<file path="src/common/stf_pkg.sv">
// Constants and types shared by the scan test and float control block.
// Assumes a single core clock; all test pins arrive asynchronously.
//
// Functional notes
// - Sample TMS into TAP on TCK rise.
// - Capture TDI into selected register on rise.
// - TDO changes only on TCK falling edges.
// - TDO high impedance except while shifting.
// - Test reset high: scan controls; low: functional.
// - Event pin 0 bidirectional, direction via scan.
// - Event pin 1 bidirectional, direction via scan.
// - Test reset low: pin 1 is float request.
// - Float all outputs on reset-low, pin0-high, pin1-low.
package stf_pkg;

  // ---------------------------------------------------------------------
  // Timing and structure
  // ---------------------------------------------------------------------
  localparam int CORE_CLK_PERIOD_NS = 5;
  localparam int SYNC_STAGES        = 3;
  localparam int IR_WIDTH           = 4;
  localparam int EMU_DR_WIDTH       = 2;

  // ---------------------------------------------------------------------
  // Instruction codes and reset values
  // ---------------------------------------------------------------------
  localparam logic [3:0] INSN_BYPASS     = 4'hf;
  localparam logic [3:0] INSN_EMU_CTRL   = 4'h2;
  localparam logic [3:0] IR_CAPTURE_VAL  = 4'h1;
  localparam logic [1:0] EMU_DIR_RESET   = 2'h0;

  // Test access port controller states.
  typedef enum logic [3:0] {
    ST_TLR, ST_RTI, ST_SEL_DR, ST_CAP_DR, ST_SH_DR, ST_EX1_DR, ST_PA_DR, ST_EX2_DR,
    ST_UP_DR, ST_SEL_IR, ST_CAP_IR, ST_SH_IR, ST_EX1_IR, ST_PA_IR, ST_EX2_IR, ST_UP_IR
  } stf_tap_t;

endpackage : stf_pkg

</file>
<file path="src/stf_sync.sv">
// Three-stage pin synchroniser with agreement filter.
// Assumes inputs are asynchronous to clk; output is a clean level on clk.
`timescale 1ns/10ps
module stf_sync #(
  parameter int          WIDTH     = 1,
  parameter logic [WIDTH-1:0] INIT = '0
) (
  input  wire logic             clk,
  input  wire logic             rst,
  input  wire logic [WIDTH-1:0] d,
  output logic      [WIDTH-1:0] q
);

  typedef struct packed {
    logic [WIDTH-1:0] s1;
    logic [WIDTH-1:0] s2;
    logic [WIDTH-1:0] s3;
    logic [WIDTH-1:0] q;
  } stf_sync_st_t;

  stf_sync_st_t s_reg;
  stf_sync_st_t s_next;

  // A bit moves only when stages two and three agree, so a value
  // sampled mid-transition never reaches the logic downstream.
  always_comb begin
    s_next    = s_reg;
    s_next.s1 = d;
    s_next.s2 = s_reg.s1;
    s_next.s3 = s_reg.s2;
    s_next.q  = (s_reg.s2 & ~(s_reg.s2 ^ s_reg.s3)) | (s_reg.q & (s_reg.s2 ^ s_reg.s3));
  end

  // State register.
  always_ff @(posedge clk) begin
    if (rst) begin
      s_reg <= {INIT, INIT, INIT, INIT};
    end else begin
      s_reg <= s_next;
    end
  end

  assign q = s_reg.q;

endmodule : stf_sync

</file>
<file path="src/stf_top.sv">
// Boundary-scan test port and output-float control of the processor.
// Assumes TCK, TMS, TDI, TRST and the emulator event pins are asynchronous
// to CORE_CLK; TCK must be slower than a quarter of CORE_CLK.
`timescale 1ns/10ps
module stf_top (
  input  wire logic CORE_CLK,
  input  wire logic RESET,
  input  wire logic TCK,
  input  wire logic TMS,
  input  wire logic TDI,
  input  wire logic TRST,
  input  wire logic EMULATOR_EVENT_PIN0_IN,
  input  wire logic EMULATOR_EVENT_PIN1_FLOAT_SELECT_IN,
  input  wire logic CORE_EVENT0,
  input  wire logic CORE_EVENT1,
  output logic      TDO,
  output logic      TDO_OE,
  output logic      EMULATOR_EVENT_PIN0_OUT,
  output logic      EMULATOR_EVENT_PIN0_OE,
  output logic      EMULATOR_EVENT_PIN1_FLOAT_SELECT_OUT,
  output logic      EMULATOR_EVENT_PIN1_FLOAT_SELECT_OE,
  output logic      EMU_EVENT0_TO_CORE,
  output logic      EMU_EVENT1_TO_CORE,
  output logic      SCAN_ACTIVE,
  output logic      FLOAT_ALL
);

  // -----------------------------------------------------------------------
  // Pin synchronisers
  // -----------------------------------------------------------------------
  logic [5:0] pins_s;
  logic       tck_s;
  logic       tms_s;
  logic       tdi_s;
  logic       trst_s;
  logic       emulator_event_pin0_s;
  logic       emu1_s;

  // Idle levels follow the pin pulls: TMS and TDI high, TRST low.
  stf_sync #(
    .WIDTH (6),
    .INIT  (6'h36)
  ) u_pin_sync (
    .clk (CORE_CLK),
    .rst (RESET),
    .d   ({EMULATOR_EVENT_PIN1_FLOAT_SELECT_IN, EMULATOR_EVENT_PIN0_IN,
           TRST, TDI, TMS, TCK}),
    .q   (pins_s)
  );

  assign tck_s  = pins_s[0];
  assign tms_s  = pins_s[1];
  assign tdi_s  = pins_s[2];
  assign trst_s = pins_s[3];
  assign emulator_event_pin0_s = pins_s[4];
  assign emu1_s = pins_s[5];

  // -----------------------------------------------------------------------
  // State
  // -----------------------------------------------------------------------
  typedef struct packed {
    stf_pkg::stf_tap_t               tap;
    logic [stf_pkg::IR_WIDTH-1:0]    ir;
    logic [stf_pkg::IR_WIDTH-1:0]    ir_sr;
    logic [stf_pkg::EMU_DR_WIDTH-1:0] dr_sr;
    logic [stf_pkg::EMU_DR_WIDTH-1:0] dir;
    logic                            tck_prev;
    logic                            tdo;
    logic                            tdo_oe;
    logic                            emulator_event_pin0_out;
    logic                            emulator_event_pin0_oe;
    logic                            emu1_out;
    logic                            emu1_oe;
    logic                            ev0;
    logic                            ev1;
    logic                            float_all;
  } stf_top_st_t;

  stf_top_st_t s_reg;
  stf_top_st_t s_next;

  logic tck_rise;
  logic tck_fall;
  logic scan_on;
  logic float_req;
  logic shifting;
  logic sel_emu;

  // Edges are found on the filtered TCK level, so one edge is one event.
  assign tck_rise  = tck_s & ~s_reg.tck_prev;
  assign tck_fall  = ~tck_s & s_reg.tck_prev;
  assign scan_on   = trst_s;
  assign float_req = ~trst_s & emulator_event_pin0_s & ~emu1_s;
  assign shifting  = (s_reg.tap == stf_pkg::ST_SH_DR) || (s_reg.tap == stf_pkg::ST_SH_IR);
  assign sel_emu   = (s_reg.ir == stf_pkg::INSN_EMU_CTRL);

  // -----------------------------------------------------------------------
  // TAP next-state function
  // -----------------------------------------------------------------------
  function automatic stf_pkg::stf_tap_t tap_step(input stf_pkg::stf_tap_t st,
                                                 input logic tms);
    stf_pkg::stf_tap_t nx;
    nx = st;
    unique case (st)
      stf_pkg::ST_TLR:    nx = tms ? stf_pkg::ST_TLR    : stf_pkg::ST_RTI;
      stf_pkg::ST_RTI:    nx = tms ? stf_pkg::ST_SEL_DR : stf_pkg::ST_RTI;
      stf_pkg::ST_SEL_DR: nx = tms ? stf_pkg::ST_SEL_IR : stf_pkg::ST_CAP_DR;
      stf_pkg::ST_CAP_DR: nx = tms ? stf_pkg::ST_EX1_DR : stf_pkg::ST_SH_DR;
      stf_pkg::ST_SH_DR:  nx = tms ? stf_pkg::ST_EX1_DR : stf_pkg::ST_SH_DR;
      stf_pkg::ST_EX1_DR: nx = tms ? stf_pkg::ST_UP_DR  : stf_pkg::ST_PA_DR;
      stf_pkg::ST_PA_DR:  nx = tms ? stf_pkg::ST_EX2_DR : stf_pkg::ST_PA_DR;
      stf_pkg::ST_EX2_DR: nx = tms ? stf_pkg::ST_UP_DR  : stf_pkg::ST_SH_DR;
      stf_pkg::ST_UP_DR:  nx = tms ? stf_pkg::ST_SEL_DR : stf_pkg::ST_RTI;
      stf_pkg::ST_SEL_IR: nx = tms ? stf_pkg::ST_TLR    : stf_pkg::ST_CAP_IR;
      stf_pkg::ST_CAP_IR: nx = tms ? stf_pkg::ST_EX1_IR : stf_pkg::ST_SH_IR;
      stf_pkg::ST_SH_IR:  nx = tms ? stf_pkg::ST_EX1_IR : stf_pkg::ST_SH_IR;
      stf_pkg::ST_EX1_IR: nx = tms ? stf_pkg::ST_UP_IR  : stf_pkg::ST_PA_IR;
      stf_pkg::ST_PA_IR:  nx = tms ? stf_pkg::ST_EX2_IR : stf_pkg::ST_PA_IR;
      stf_pkg::ST_EX2_IR: nx = tms ? stf_pkg::ST_UP_IR  : stf_pkg::ST_SH_IR;
      stf_pkg::ST_UP_IR:  nx = tms ? stf_pkg::ST_SEL_DR : stf_pkg::ST_RTI;
    endcase
    return nx;
  endfunction : tap_step

  // -----------------------------------------------------------------------
  // Next-state logic
  // -----------------------------------------------------------------------
  // With test reset low the controller is held in reset and every scan
  // input is ignored, so the device runs purely in functional mode.
  always_comb begin
    s_next          = s_reg;
    s_next.tck_prev = tck_s;
    if (!scan_on) begin
      s_next.tap = stf_pkg::ST_TLR;
      s_next.ir  = stf_pkg::INSN_BYPASS;
      s_next.dir = stf_pkg::EMU_DIR_RESET;
    end else if (tck_rise) begin
      s_next.tap = tap_step(s_reg.tap, tms_s);
      unique case (s_reg.tap)
        stf_pkg::ST_TLR:    s_next.ir = stf_pkg::INSN_BYPASS;
        stf_pkg::ST_CAP_IR: s_next.ir_sr = stf_pkg::IR_CAPTURE_VAL;
        stf_pkg::ST_SH_IR:  s_next.ir_sr = {tdi_s, s_reg.ir_sr[stf_pkg::IR_WIDTH-1:1]};
        stf_pkg::ST_UP_IR:  s_next.ir = s_reg.ir_sr;
        stf_pkg::ST_CAP_DR: s_next.dr_sr = sel_emu ? {emu1_s, emulator_event_pin0_s} : 2'h0;
        stf_pkg::ST_SH_DR: begin
          // Bypass is one bit long; the event-direction register is two.
          if (sel_emu) begin
            s_next.dr_sr = {tdi_s, s_reg.dr_sr[1]};
          end else begin
            s_next.dr_sr = {1'b0, tdi_s};
          end
        end
        stf_pkg::ST_UP_DR: begin
          if (sel_emu) begin
            s_next.dir = s_reg.dr_sr;
          end
        end
        default: s_next.ir = s_reg.ir;
      endcase
    end

    // The output bit moves only on falling TCK edges; its enable also clears whenever test reset is low.
    if (!scan_on) begin
      s_next.tdo_oe = 1'b0;
    end else if (tck_fall) begin
      s_next.tdo    = (s_reg.tap == stf_pkg::ST_SH_IR) ? s_reg.ir_sr[0] : s_reg.dr_sr[0];
      s_next.tdo_oe = shifting;
    end

    // Event pins drive only in scan mode and only when set as outputs.
    s_next.emulator_event_pin0_out  = CORE_EVENT0;
    s_next.emu1_out  = CORE_EVENT1;
    s_next.emulator_event_pin0_oe   = scan_on & s_reg.dir[0];
    s_next.emu1_oe   = scan_on & s_reg.dir[1];
    s_next.ev0       = scan_on & ~s_reg.dir[0] & emulator_event_pin0_s;
    s_next.ev1       = scan_on & ~s_reg.dir[1] & emu1_s;
    s_next.float_all = float_req;
  end

  // State register.
  always_ff @(posedge CORE_CLK) begin
    if (RESET) begin
      s_reg          <= '0;
      s_reg.tap      <= stf_pkg::ST_TLR;
      s_reg.ir       <= stf_pkg::INSN_BYPASS;
      s_reg.ir_sr    <= stf_pkg::IR_CAPTURE_VAL;
      s_reg.dir      <= stf_pkg::EMU_DIR_RESET;
    end else begin
      s_reg <= s_next;
    end
  end

  // -----------------------------------------------------------------------
  // Outputs
  // -----------------------------------------------------------------------
  // The float condition overrides every enable, this block's own included.
  assign TDO                                  = s_reg.tdo;
  assign TDO_OE                               = s_reg.tdo_oe & ~s_reg.float_all;
  assign EMULATOR_EVENT_PIN0_OUT              = s_reg.emulator_event_pin0_out;
  assign EMULATOR_EVENT_PIN0_OE               = s_reg.emulator_event_pin0_oe & ~s_reg.float_all;
  assign EMULATOR_EVENT_PIN1_FLOAT_SELECT_OUT = s_reg.emu1_out;
  assign EMULATOR_EVENT_PIN1_FLOAT_SELECT_OE  = s_reg.emu1_oe & ~s_reg.float_all;
  assign EMU_EVENT0_TO_CORE                   = s_reg.ev0;
  assign EMU_EVENT1_TO_CORE                   = s_reg.ev1;
  assign SCAN_ACTIVE                          = scan_on;
  assign FLOAT_ALL                            = s_reg.float_all;
endmodule : stf_top

</file>
<file path="config.mk">
export PLATFORM = sky130hd
export DESIGN_NAME = stf_top
export DESIGN_NICKNAME = d
export VERILOG_FILES = /design/src/common/stf_pkg.sv /design/src/stf_sync.sv /design/src/stf_top.sv
export SDC_FILE = /design/constraint.sdc
export NUM_CORES = 1
export LEC_CHECK = 0
export BUFFER_PORTS_ARGS = -buffer_cell sky130_fd_sc_hd__buf_2
export CAP_MARGIN = 10
export CELL_PAD_IN_SITES_DETAIL_PLACEMENT = 0
export CELL_PAD_IN_SITES_GLOBAL_PLACEMENT = 1
export CORE_ASPECT_RATIO = 0.6
export CORE_MARGIN = 2
export CORE_UTILIZATION = 45
export DETAILED_ROUTE_END_ITERATION = 10
export PLACE_DENSITY_LB_ADDON = 0.1
export SYNTH_ARGS = -nofsm -noshare
export SYNTH_HDL_FRONTEND = slang
export SYNTH_HIERARCHICAL = 1
export SYNTH_SLANG_ARGS = --single-unit
</file>
<file path="constraint.sdc">
create_clock -name CORE_CLK -period 2.1 [get_ports CORE_CLK]
set_clock_uncertainty 0.05 [all_clocks]
set_input_delay 0.21 -clock CORE_CLK [delete_from_list [all_inputs] [get_ports CORE_CLK]]
set_output_delay 0.21 -clock CORE_CLK [all_outputs]
set_load 0.01 [all_outputs]
</file>
==> flow_metrics.tcl, run 1 <==
set metrics [dict create \
    outcome "completed" \
    cts.sinks 50 \
    grt_overflow 0 \
    postCtsSetupBuffers 0 \
    grt_max_degree 26 \
    synth_top_area_cell "dfxtp_1" \
    hold_path_end "u_pin_sync/s_next[14]$_SDFF_PP1_" \
    finalSetupViolCount 0 \
    p_int_mw 1.217 \
    synthCells 208 \
    synth_nets 218 \
    power-per-cell-area_nw_per_um2 699.8 \
    start_kind "flop" \
    min-delay-start "TDI" \
    dp.cells 274 \
    critical_path.startpoint "s_reg[23]$_SDFFE_PP0P_" \
    synthTopCellsByArea "dfxtp_1 (49%), nor2b_1 (3.7%), or2_1 (3.7%)" \
    swShare 0.2184 \
    arrival_ns 1.99 \
    p_sw_mw 0.3402 \
    cp-end-kind "flop" \
    wirelength_um 3969 \
    synth_top_area_share 0.4902 \
    coreArea_sq_um 4234 \
    min_period_over_period 0.8803 \
    holdCritPathClass "input pin to flop" \
    use_met1 0.2201 \
    post_route_cells_drive_above_1_share 0.2072 \
    max-cap-violations 0 \
    leakage_nw 0.8017 \
    drc 0 \
    antenna_found_initial 0 \
    hpwl_um 2851 \
    viasPerCell 5.298 \
    grtUsageTotal 0.1618 \
    htree_num_levels 2 \
    timing.setup.tns_ns 0 \
    row_count 18 \
    required_ns 2.24 \
    ys_warn_count 6 \
    max_freq_mhz 540.9 \
    clkLatencyLatePin_ns 0.30 \
    dr.pass1.iters 4 \
    hold_depth 2 \
    vias 1494 \
    ant_nets 0 \
    fillers 411 \
    io_buffers 19 \
    grt_pass1_vias 1376 \
    synth_area_sq_um 2042 \
    synth.avg_cell_area_sq_um 9.817 \
    r2r_slack_ns 0.25 \
    busiest_layer "met2" \
    cts_buffer_depth 2 \
    use_met3 0.04336 \
    synth_seq_cells 50 \
    reg2reg_from "s_reg[23]$_SDFFE_PP0P_" \
    cts_root_buffer "clkbuf_8" \
    gr-usage-met2 0.2508 \
    io_pins 20 \
    cts_tree "yes" \
    clockPowerShare 0.353 \
    cts-resized-gates 0 \
    ir_drop_mv 0.2815 \
    ys_seq_area_frac 0.4902 \
    power.share.combinational 0.024 \
    diodes 0 \
    cts_buffers 5 \
    die_area_sq_um 5110 \
    gp_congestion 0.7992 \
    rsz0062_at_grt "false" \
    stdcell_count 282 \
    cts-hold-fix-buffers 0 \
    layout_commonest_cell "dfxtp_1" \
    die_y_um 56.18 \
    critPathKind "flop to flop" \
    detail_route.wl_per_cell_um 14.07 \
    fin_util 0.5257 \
    synth_ff_type "dfxtp_1" \
    clk_pin_slew_ns 0.09 \
    pwr-share-seq 0.623 \
    mostFrequentLayoutCells "dfxtp_1 (50), buf_2 (19), a21oi_1 (14), nor2b_1 (12), or2_1 (12)" \
    hold_viol 0 \
    worst_slew_pin_slew_ns 0.5548 \
    first_iter_violations 115 \
    slew_headroom 0.6296 \
    synth_edf_count 0 \
    grt_first_pass_wirelength_um 6458 \
    rr_endpoint "s_reg[18]$_SDFFE_PP1P_" \
    cp_max_fo 15 \
    min_period_ns 1.849 \
    ys_types 50 \
    async_flop_share 0 \
    maxSlewViolCount 0 \
    reg2regPathDepth 3 \
    start_util 0.4823 \
    nets 231 \
    syn_to_final_growth_pct 9.007 \
    die_w_um 90.97 \
]
critical path, stage by stage, from the launching register on:
cell	delay [ns]
dfxtp_1	0.63
nand2_1	0.22
or4_1	0.63
o22a_1	0.21
worst max-delay path by stage:
stage | to | slack (ns) | depth (start not counted)
global route | s_reg[21]$_SDFFE_PP1P_ | 0.16 | 3
global placement | s_reg[13]$_SDFFE_PP0P_ | 0.40 | 5
floorplan | s_reg[18]$_SDFFE_PP1P_ | 0.54 | 5
finish | s_reg[18]$_SDFFE_PP1P_ | 0.25 | 3
CTS | s_reg[20]$_SDFFE_PP1P_ | 0.28 | 3
detailed placement | s_reg[13]$_SDFFE_PP0P_ | 0.31 | 5
power by group through the flow:
| stage | registers [mW] | logic [mW] | clock network (mW) |
|---|---|---|---|
| after global placement | 0.992 | 0.0360 | 0 |
| after floorplan | 0.992 | 0.0242 | 0 |
| after detailed placement | 0.993 | 0.0376 | 0 |
| final | 0.970 | 0.0368 | 0.551 |
| after global routing | 0.973 | 0.0419 | 0.611 |
| after CTS | 0.971 | 0.0378 | 0.569 |
metal layers:
layer,wire (um),vias to the layer above
met4,38,0
met1,2034,705
met2,1690,39
met3,205,4
li1,-,746
met5,0,-
kinds of logic after synthesis:
kind of cell,after synthesis,share of synthesized area
XOR/XNOR,1,0.004290
buffers and inverters,24,0.06863
multiplexers,4,0.02083
AO/OA/AOI/OAI,48,0.1654
flip-flops,50,0.4902
AND/OR/NAND/NOR,81,0.2506
cell usage after synthesis, types with 3 or more instances:
library cell and count:
buf_6 3, nand2_1 10, or2_1 12, a21oi_1 14
a22oi_1 3, clkbuf_1 5, buf_2 4, o21ai_0 8
nand3b_1 3, nand2b_1 3, inv_1 5, nor2b_1 12
nor3_1 7, dfxtp_1 50, o22a_1 4, buf_4 6
nor3b_1 4, nor2_1 10, and2b_2 6
layout make-up:
type / count / area (sq um) / share of cell area
Clock buffer: 5 / 68.82 / 0.03092
Sequential cell: 50 / 1001 / 0.4497
Multi-Input combinational cell: 134 / 900.9 / 0.4047
Inverter: 5 / 18.77 / 0.008432
Clock inverter: 3 / 21.27 / 0.009556
Tap cell: 60 / 75.07 / 0.03373
Timing Repair Buffer: 25 / 140.1 / 0.06296
stage by stage:
step	power (mW)	setup WS, ns	area [sq um]	hold slack, ns
after floorplan	1.016	0.5428	2042	0.2316
after global placement	1.028	0.4021	2136	0.3380
after detailed placement	1.030	0.3097	2136	0.3411
after CTS	1.577	0.2837	2226	0.01952
after global routing	1.626	0.1567	2226	0.01888
final	1.558	0.2513	2226	0.02501
Power figures use the tool's default switching activity.
==> inputs of run 2 (changes only) <==
--- a/config.mk
+++ b/config.mk
@@ -11,10 +11,9 @@
 export CELL_PAD_IN_SITES_GLOBAL_PLACEMENT = 1
 export CORE_ASPECT_RATIO = 0.6
 export CORE_MARGIN = 2
-export CORE_UTILIZATION = 45
+export CORE_UTILIZATION = 44
 export DETAILED_ROUTE_END_ITERATION = 10
 export PLACE_DENSITY_LB_ADDON = 0.1
 export SYNTH_ARGS = -nofsm -noshare
 export SYNTH_HDL_FRONTEND = slang
-export SYNTH_HIERARCHICAL = 1
 export SYNTH_SLANG_ARGS = --single-unit
==> constraint.sdc (replaced) <==
create_clock -name CORE_CLK -period 1.9 [get_ports CORE_CLK]
set_clock_uncertainty 0.05 [all_clocks]
set_input_delay 0.19 -clock CORE_CLK [delete_from_list [all_inputs] [get_ports CORE_CLK]]
set_output_delay 0.19 -clock CORE_CLK [all_outputs]
set_load 0.01 [all_outputs]
==> run 2 against run 1 <==
Effect of this change: critical path depth is 2 higher; die area is 3.7% lower; utilization is 0.15 points higher; clock power is 4.0% higher; first-iteration DRC count is 62% lower; global-route usage is 1.5 points higher; via count is 3.5% lower; design area is 1.9% lower; flip-flop and latch count stayed put; maximum frequency is 13% higher; largest cell class unchanged.
==> flow_metrics.tcl, run 2 <==
set metrics [dict create \
    holdCritPathClass "input pin to flop" \
    hold_viol 0 \
    die_w_um 89.24 \
    diodes 0 \
    rsz0062_at_grt "false" \
    grt_overflow 0 \
    grt_first_pass_wirelength_um 6375 \
    stdcell_count 282 \
    synth_seq_cells 50 \
    synthCells 199 \
    slew_headroom 0.6561 \
    place_area_sq_um 2108 \
    cts.sinks 50 \
    gp_congestion 0.7551 \
    htree_num_levels 2 \
    detail_route.wl_per_cell_um 13.42 \
    drc 0 \
    required_ns 2.03 \
    ant_nets 0 \
    use_met3 0.05490 \
    path_cells "nor4b_1 -> buf_4 -> mux2_2 -> a221oi_1 -> nor3_1" \
    synth_area_sq_um 1918 \
    cts_tree "yes" \
    dp.cells 275 \
    busiest_layer "met2" \
    critPathKind "flop to flop" \
    gr-usage-met2 0.2593 \
    dr.pass1.iters 4 \
    max-cap-violations 0 \
    power-per-cell-area_nw_per_um2 771.9 \
    coreArea_sq_um 4144 \
    slowest_stage "dfxtp_1" \
    synth.most_common_cell "dfxtp_1" \
    slowest_delay_ns 0.32 \
    nets 232 \
    maxSlewViolCount 0 \
    io_buffers 19 \
    postCtsSetupBuffers 0 \
    synth_top_area_share 0.5219 \
    io_pins 20 \
    layout_commonest_cell "dfxtp_1" \
    leakage_nw 0.8244 \
    viasPerCell 5.110 \
    cts-hold-fix-buffers 0 \
    synth_ff_type "dfxtp_1" \
    grt_max_degree 37 \
    critical_path.startpoint "s_reg[21]$_SDFFE_PP1P_" \
    ys_types 33 \
    mostFrequentLayoutCells "dfxtp_1 (50), nor2b_1 (19), buf_2 (19), a21oi_1 (17), or2_2 (13)" \
    antenna_found_initial 0 \
    clk_pin_slew_ns 0.09 \
    ys_seq_area_frac 0.5219 \
    min_period_ns 1.638 \
    wirelength_um 3784 \
    fin_area_sq_um 2185 \
    cts-resized-gates 0 \
    cts_buffers 5 \
    cts_root_buffer "clkbuf_8" \
    ys_warn_count 0 \
    clkLatencyLatePin_ns 0.30 \
    synth_nets 209 \
    grt_pass1_vias 1375 \
    async_flop_share 0 \
    hpwl_um 2672 \
    die_area_sq_um 4920 \
    min-delay-start "EMULATOR_EVENT_PIN1_FLOAT_SELECT_IN" \
    start_util 0.4629 \
    synth.avg_cell_area_sq_um 9.639 \
    cp_num_buf_inv 1 \
    synthTopCellsByCount "dfxtp_1 (50), nor2b_1 (19), a21oi_1 (17), or2_2 (13), o21ai_0 (11)" \
    cts_buffer_depth 2 \
    crit_family "simple AND/OR/NAND/NOR gates" \
    outcome "completed" \
    die_y_um 55.14 \
    start_kind "flop" \
    timing.setup.tns_ns 0 \
    cp_max_fo 4 \
    synth_edf_count 0 \
    max_freq_mhz 610.4 \
    worst_slew_pin_slew_ns 0.5151 \
    cp-end-kind "flop" \
    row_count 18 \
    synth_top_area_cell "dfxtp_1" \
    grtUsageTotal 0.1770 \
    syn_to_final_growth_pct 13.89 \
    synthTopCellsByArea "dfxtp_1 (52%), nor2b_1 (6.2%), a21oi_1 (4.4%)" \
    min_period_over_period 0.8622 \
    ir_drop_mv 0.5506 \
    vias 1441 \
    first_iter_violations 44 \
    use_met1 0.2429 \
    reg2reg_from "s_reg[21]$_SDFFE_PP1P_" \
    arrival_ns 1.77 \
    finalSetupViolCount 0 \
    post_route_cells_drive_above_1_share 0.2207 \
]
[run 2: stage by stage]
| stage | util | total power, mW | worst slack (ns) | hold slack [ns] |
|---|---|---|---|---|
| after CTS | 0.5272 | 1.704 | 0.2489 | 0.01978 |
| after detailed placement | 0.5088 | 1.138 | 0.2672 | 0.3292 |
| final | 0.5272 | 1.686 | 0.2618 | 0.02884 |
| after floorplan | - | 1.121 | 0.2565 | 0.2438 |
| after global routing | 0.5272 | 1.754 | 0.1468 | 0.02446 |
| after global placement | 0.5088 | 1.137 | 0.2754 | 0.3233 |
[run 2: worst paths after layout]
check        slack, ns                                to  cells past startpoint
max               0.26            s_reg[12]$_SDFFE_PP0P_                      5
min               0.03  u_pin_sync.s_next[17]$_SDFF_PP1_                      2
max reg2reg       0.26            s_reg[12]$_SDFFE_PP0P_                      5
min reg2reg       0.37  u_pin_sync.s_next[11]$_SDFF_PP1_                      1
[run 2: per-layer routing]
layer / up-vias / wire (um)
met1: 654 / 2009
met2: 50 / 1510
met3: 2 / 229
li1: 735 / -
met4: 0 / 34
met5: - / 0
[run 2: kinds of logic (layout without fill, tap and decap cells)]
logic type | after synthesis | in the layout | share of synthesized area
buf+inv | 15 | 38 | 0.03066
flops | 50 | 50 | 0.5219
compound gates | 47 | 47 | 0.1513
xor+xnor | 1 | 1 | 0.004567
mux | 5 | 5 | 0.02675
simple gates | 81 | 81 | 0.2648
[run 2: power breakdown]
| part | switching, mW | leakage [nW] | internal (mW) |
|---|---|---|---|
| clock | 0.319 | 0.0383 | 0.254 |
| combinational | 0.0187 | 0.379 | 0.0224 |
| sequential | 0.00686 | 0.407 | 1.06 |
[run 2: layout make-up]
class	count	area (sq um)
Sequential cell	50	1001
Clock buffer	7	76.32
Tap cell	60	75.07
Multi-Input combinational cell	134	858.3
Inverter	3	11.26
Timing Repair Buffer	28	162.7
Fill cell	408	1959
[run 2: worst reg2reg max path: cells and delay by family (launching register included)]
| family | cells | cell delay [ns] |
|---|---|---|
| AOI/OAI and AO/OA | 1 | 0.28 |
| muxes | 1 | 0.32 |
| DFF | 1 | 0.32 |
| buffers and inverters | 1 | 0.18 |
| and+or+nand+nor | 2 | 0.38 |
==> inputs of run 3 (changes only) <==
--- a/config.mk
+++ b/config.mk
@@ -5,7 +5,7 @@
 export SDC_FILE = /design/constraint.sdc
 export NUM_CORES = 1
 export LEC_CHECK = 0
-export BUFFER_PORTS_ARGS = -buffer_cell sky130_fd_sc_hd__buf_2
+export BUFFER_PORTS_ARGS = -buffer_cell sky130_fd_sc_hd__buf_4
 export CAP_MARGIN = 10
 export CELL_PAD_IN_SITES_DETAIL_PLACEMENT = 0
 export CELL_PAD_IN_SITES_GLOBAL_PLACEMENT = 1
==> run 3 against run 2 <==
Effect of this change: design area increased by 3.3%; clock power up 26%; critical path depth decreased by 1; maximum frequency decreased by 8.1%; largest power group unchanged; global-route usage fell by 1.2 points; highest routed layer unchanged; worst setup slack got worse by 0.14 ns; utilization grew 1.8 points; first-iteration DRC count fell by 9.1%; final cell count stayed put; die area unchanged.
==> flow_metrics.tcl, run 3 (same netlist as run 2, synthesis figures left out) <==
set metrics [dict create \
    timing.setup.tns_ns 0 \
    rsz0062_at_grt "false" \
    dr.pass1.iters 4 \
    hpwl_um 2608 \
    drc 0 \
    holdCritPathClass "input pin to flop" \
    start_util 0.4629 \
    cts_tree "yes" \
    htree_num_levels 2 \
    ir_drop_mv 0.5301 \
    grt_max_degree 22 \
    power-per-cell-area_nw_per_um2 815.5 \
    mostFrequentLayoutCells "dfxtp_1 (50), buf_4 (27), nor2b_1 (19), a21oi_1 (17), or2_2 (13)" \
    antenna_found_initial 0 \
    ant_nets 0 \
    die_y_um 55.14 \
    max-cap-violations 0 \
    detail_route.wl_per_cell_um 13.04 \
    io_pins 20 \
    grt_first_pass_wirelength_um 5996 \
    clkLatencyLatePin_ns 0.30 \
    cp_num_buf_inv 0 \
    clk_pin_slew_ns 0.09 \
    min_period_over_period 0.9378 \
    io_buffers 19 \
    cts-resized-gates 0 \
    cts_root_buffer "clkbuf_8" \
    first_iter_violations 40 \
    diodes 0 \
    min_period_ns 1.782 \
    required_ns 2.08 \
    nets 231 \
    max_freq_mhz 561.2 \
    cts.sinks 50 \
    cp_max_fo 16 \
    arrival_ns 1.96 \
    post_route_cells_drive_above_1_share 0.2297 \
    grtUsageTotal 0.1649 \
    vias 1431 \
    worst_slew_pin_slew_ns 0.5566 \
    cts_buffers 5 \
    critPathKind "flop to flop" \
    multi_input_area_sq_um 858.3 \
    seqCellArea_sq_um 1001 \
    layout_commonest_cell "dfxtp_1" \
    slowest_stage "dfxtp_1" \
    hold_viol 0 \
    crit_family "flip-flops" \
    start_kind "flop" \
    outcome "completed" \
    r2r_slack_ns 0.12 \
    hold_slack_ns 0.02918 \
    postCtsSetupBuffers 0 \
    cts_buffer_depth 2 \
    syn_to_final_growth_pct 17.68 \
    slew_headroom 0.6284 \
    gp_congestion 0.7052 \
    fillers 377 \
    wirelength_um 3678 \
    cts-hold-fix-buffers 0 \
    die_w_um 89.24 \
    path_cells "and3b_1 -> o2111ai_1 -> or3b_1 -> a21oi_1" \
    row_count 18 \
    grt_pass1_vias 1309 \
    finalSetupViolCount 0 \
    cp-end-kind "flop" \
    slowest_delay_ns 0.68 \
    coreArea_sq_um 4144 \
    leakage_nw 0.8460 \
    maxSlewViolCount 0 \
    viasPerCell 5.074 \
    die_area_sq_um 4920 \
    grt_overflow 0 \
]
[run 3: final timing paths]
kind | start | endpoint | cells past startpoint
setup / recovery | s_reg[23]$_SDFFE_PP0P_ | s_reg[13]$_SDFFE_PP0P_ | 4
hold / removal | TMS | u_pin_sync.s_next[13]$_SDFF_PP1_ | 2
setup reg to reg | s_reg[23]$_SDFFE_PP0P_ | s_reg[13]$_SDFFE_PP0P_ | 4
hold reg to reg | u_pin_sync.s_next[14]$_SDFF_PP1_ | u_pin_sync.s_next[8]$_SDFF_PP1_ | 1
[run 3: metrics by stage]
stage	total power [mW]	area [sq um]	setup WS, ns	cells	util
after detailed placement	1.145	2148	0.1879	274	0.5184
after CTS	1.860	2257	0.1450	282	0.5447
after floorplan	1.121	1918	0.2565	199	-
after global routing	1.915	2257	0.004907	282	0.5447
after global placement	1.144	2148	0.2666	274	0.5184
final	1.841	2257	0.1181	282	0.5447
[run 3: cell type report]
class                      instances  share of cell area
clock inverter                     3             0.01774
multi-input combinational        134              0.3803
tap                               60             0.03326
sequential                        50              0.4435
inverter                           3            0.004989
clock buffer                       5             0.03049
timing repair buffer              27             0.08980
[run 3: metal layers]
layer | vias to the layer above | GRT usage | wire length (um)
met5 | - | 0 | 0
met4 | 0 | 0.05224 | 30
met3 | 5 | 0.04896 | 146
met2 | 29 | 0.2691 | 1586
met1 | 664 | 0.2134 | 1915
li1 | 733 | - | -
[run 3: power breakdown]
group	internal [mW]	leakage (nW)	total, mW	switching [mW]
Clock	0.388	0.0579	0.721	0.333
Combinational	0.0288	0.381	0.0474	0.0186
Sequential	1.07	0.407	1.07	0.00756
Total	1.48	0.846	1.84	0.359
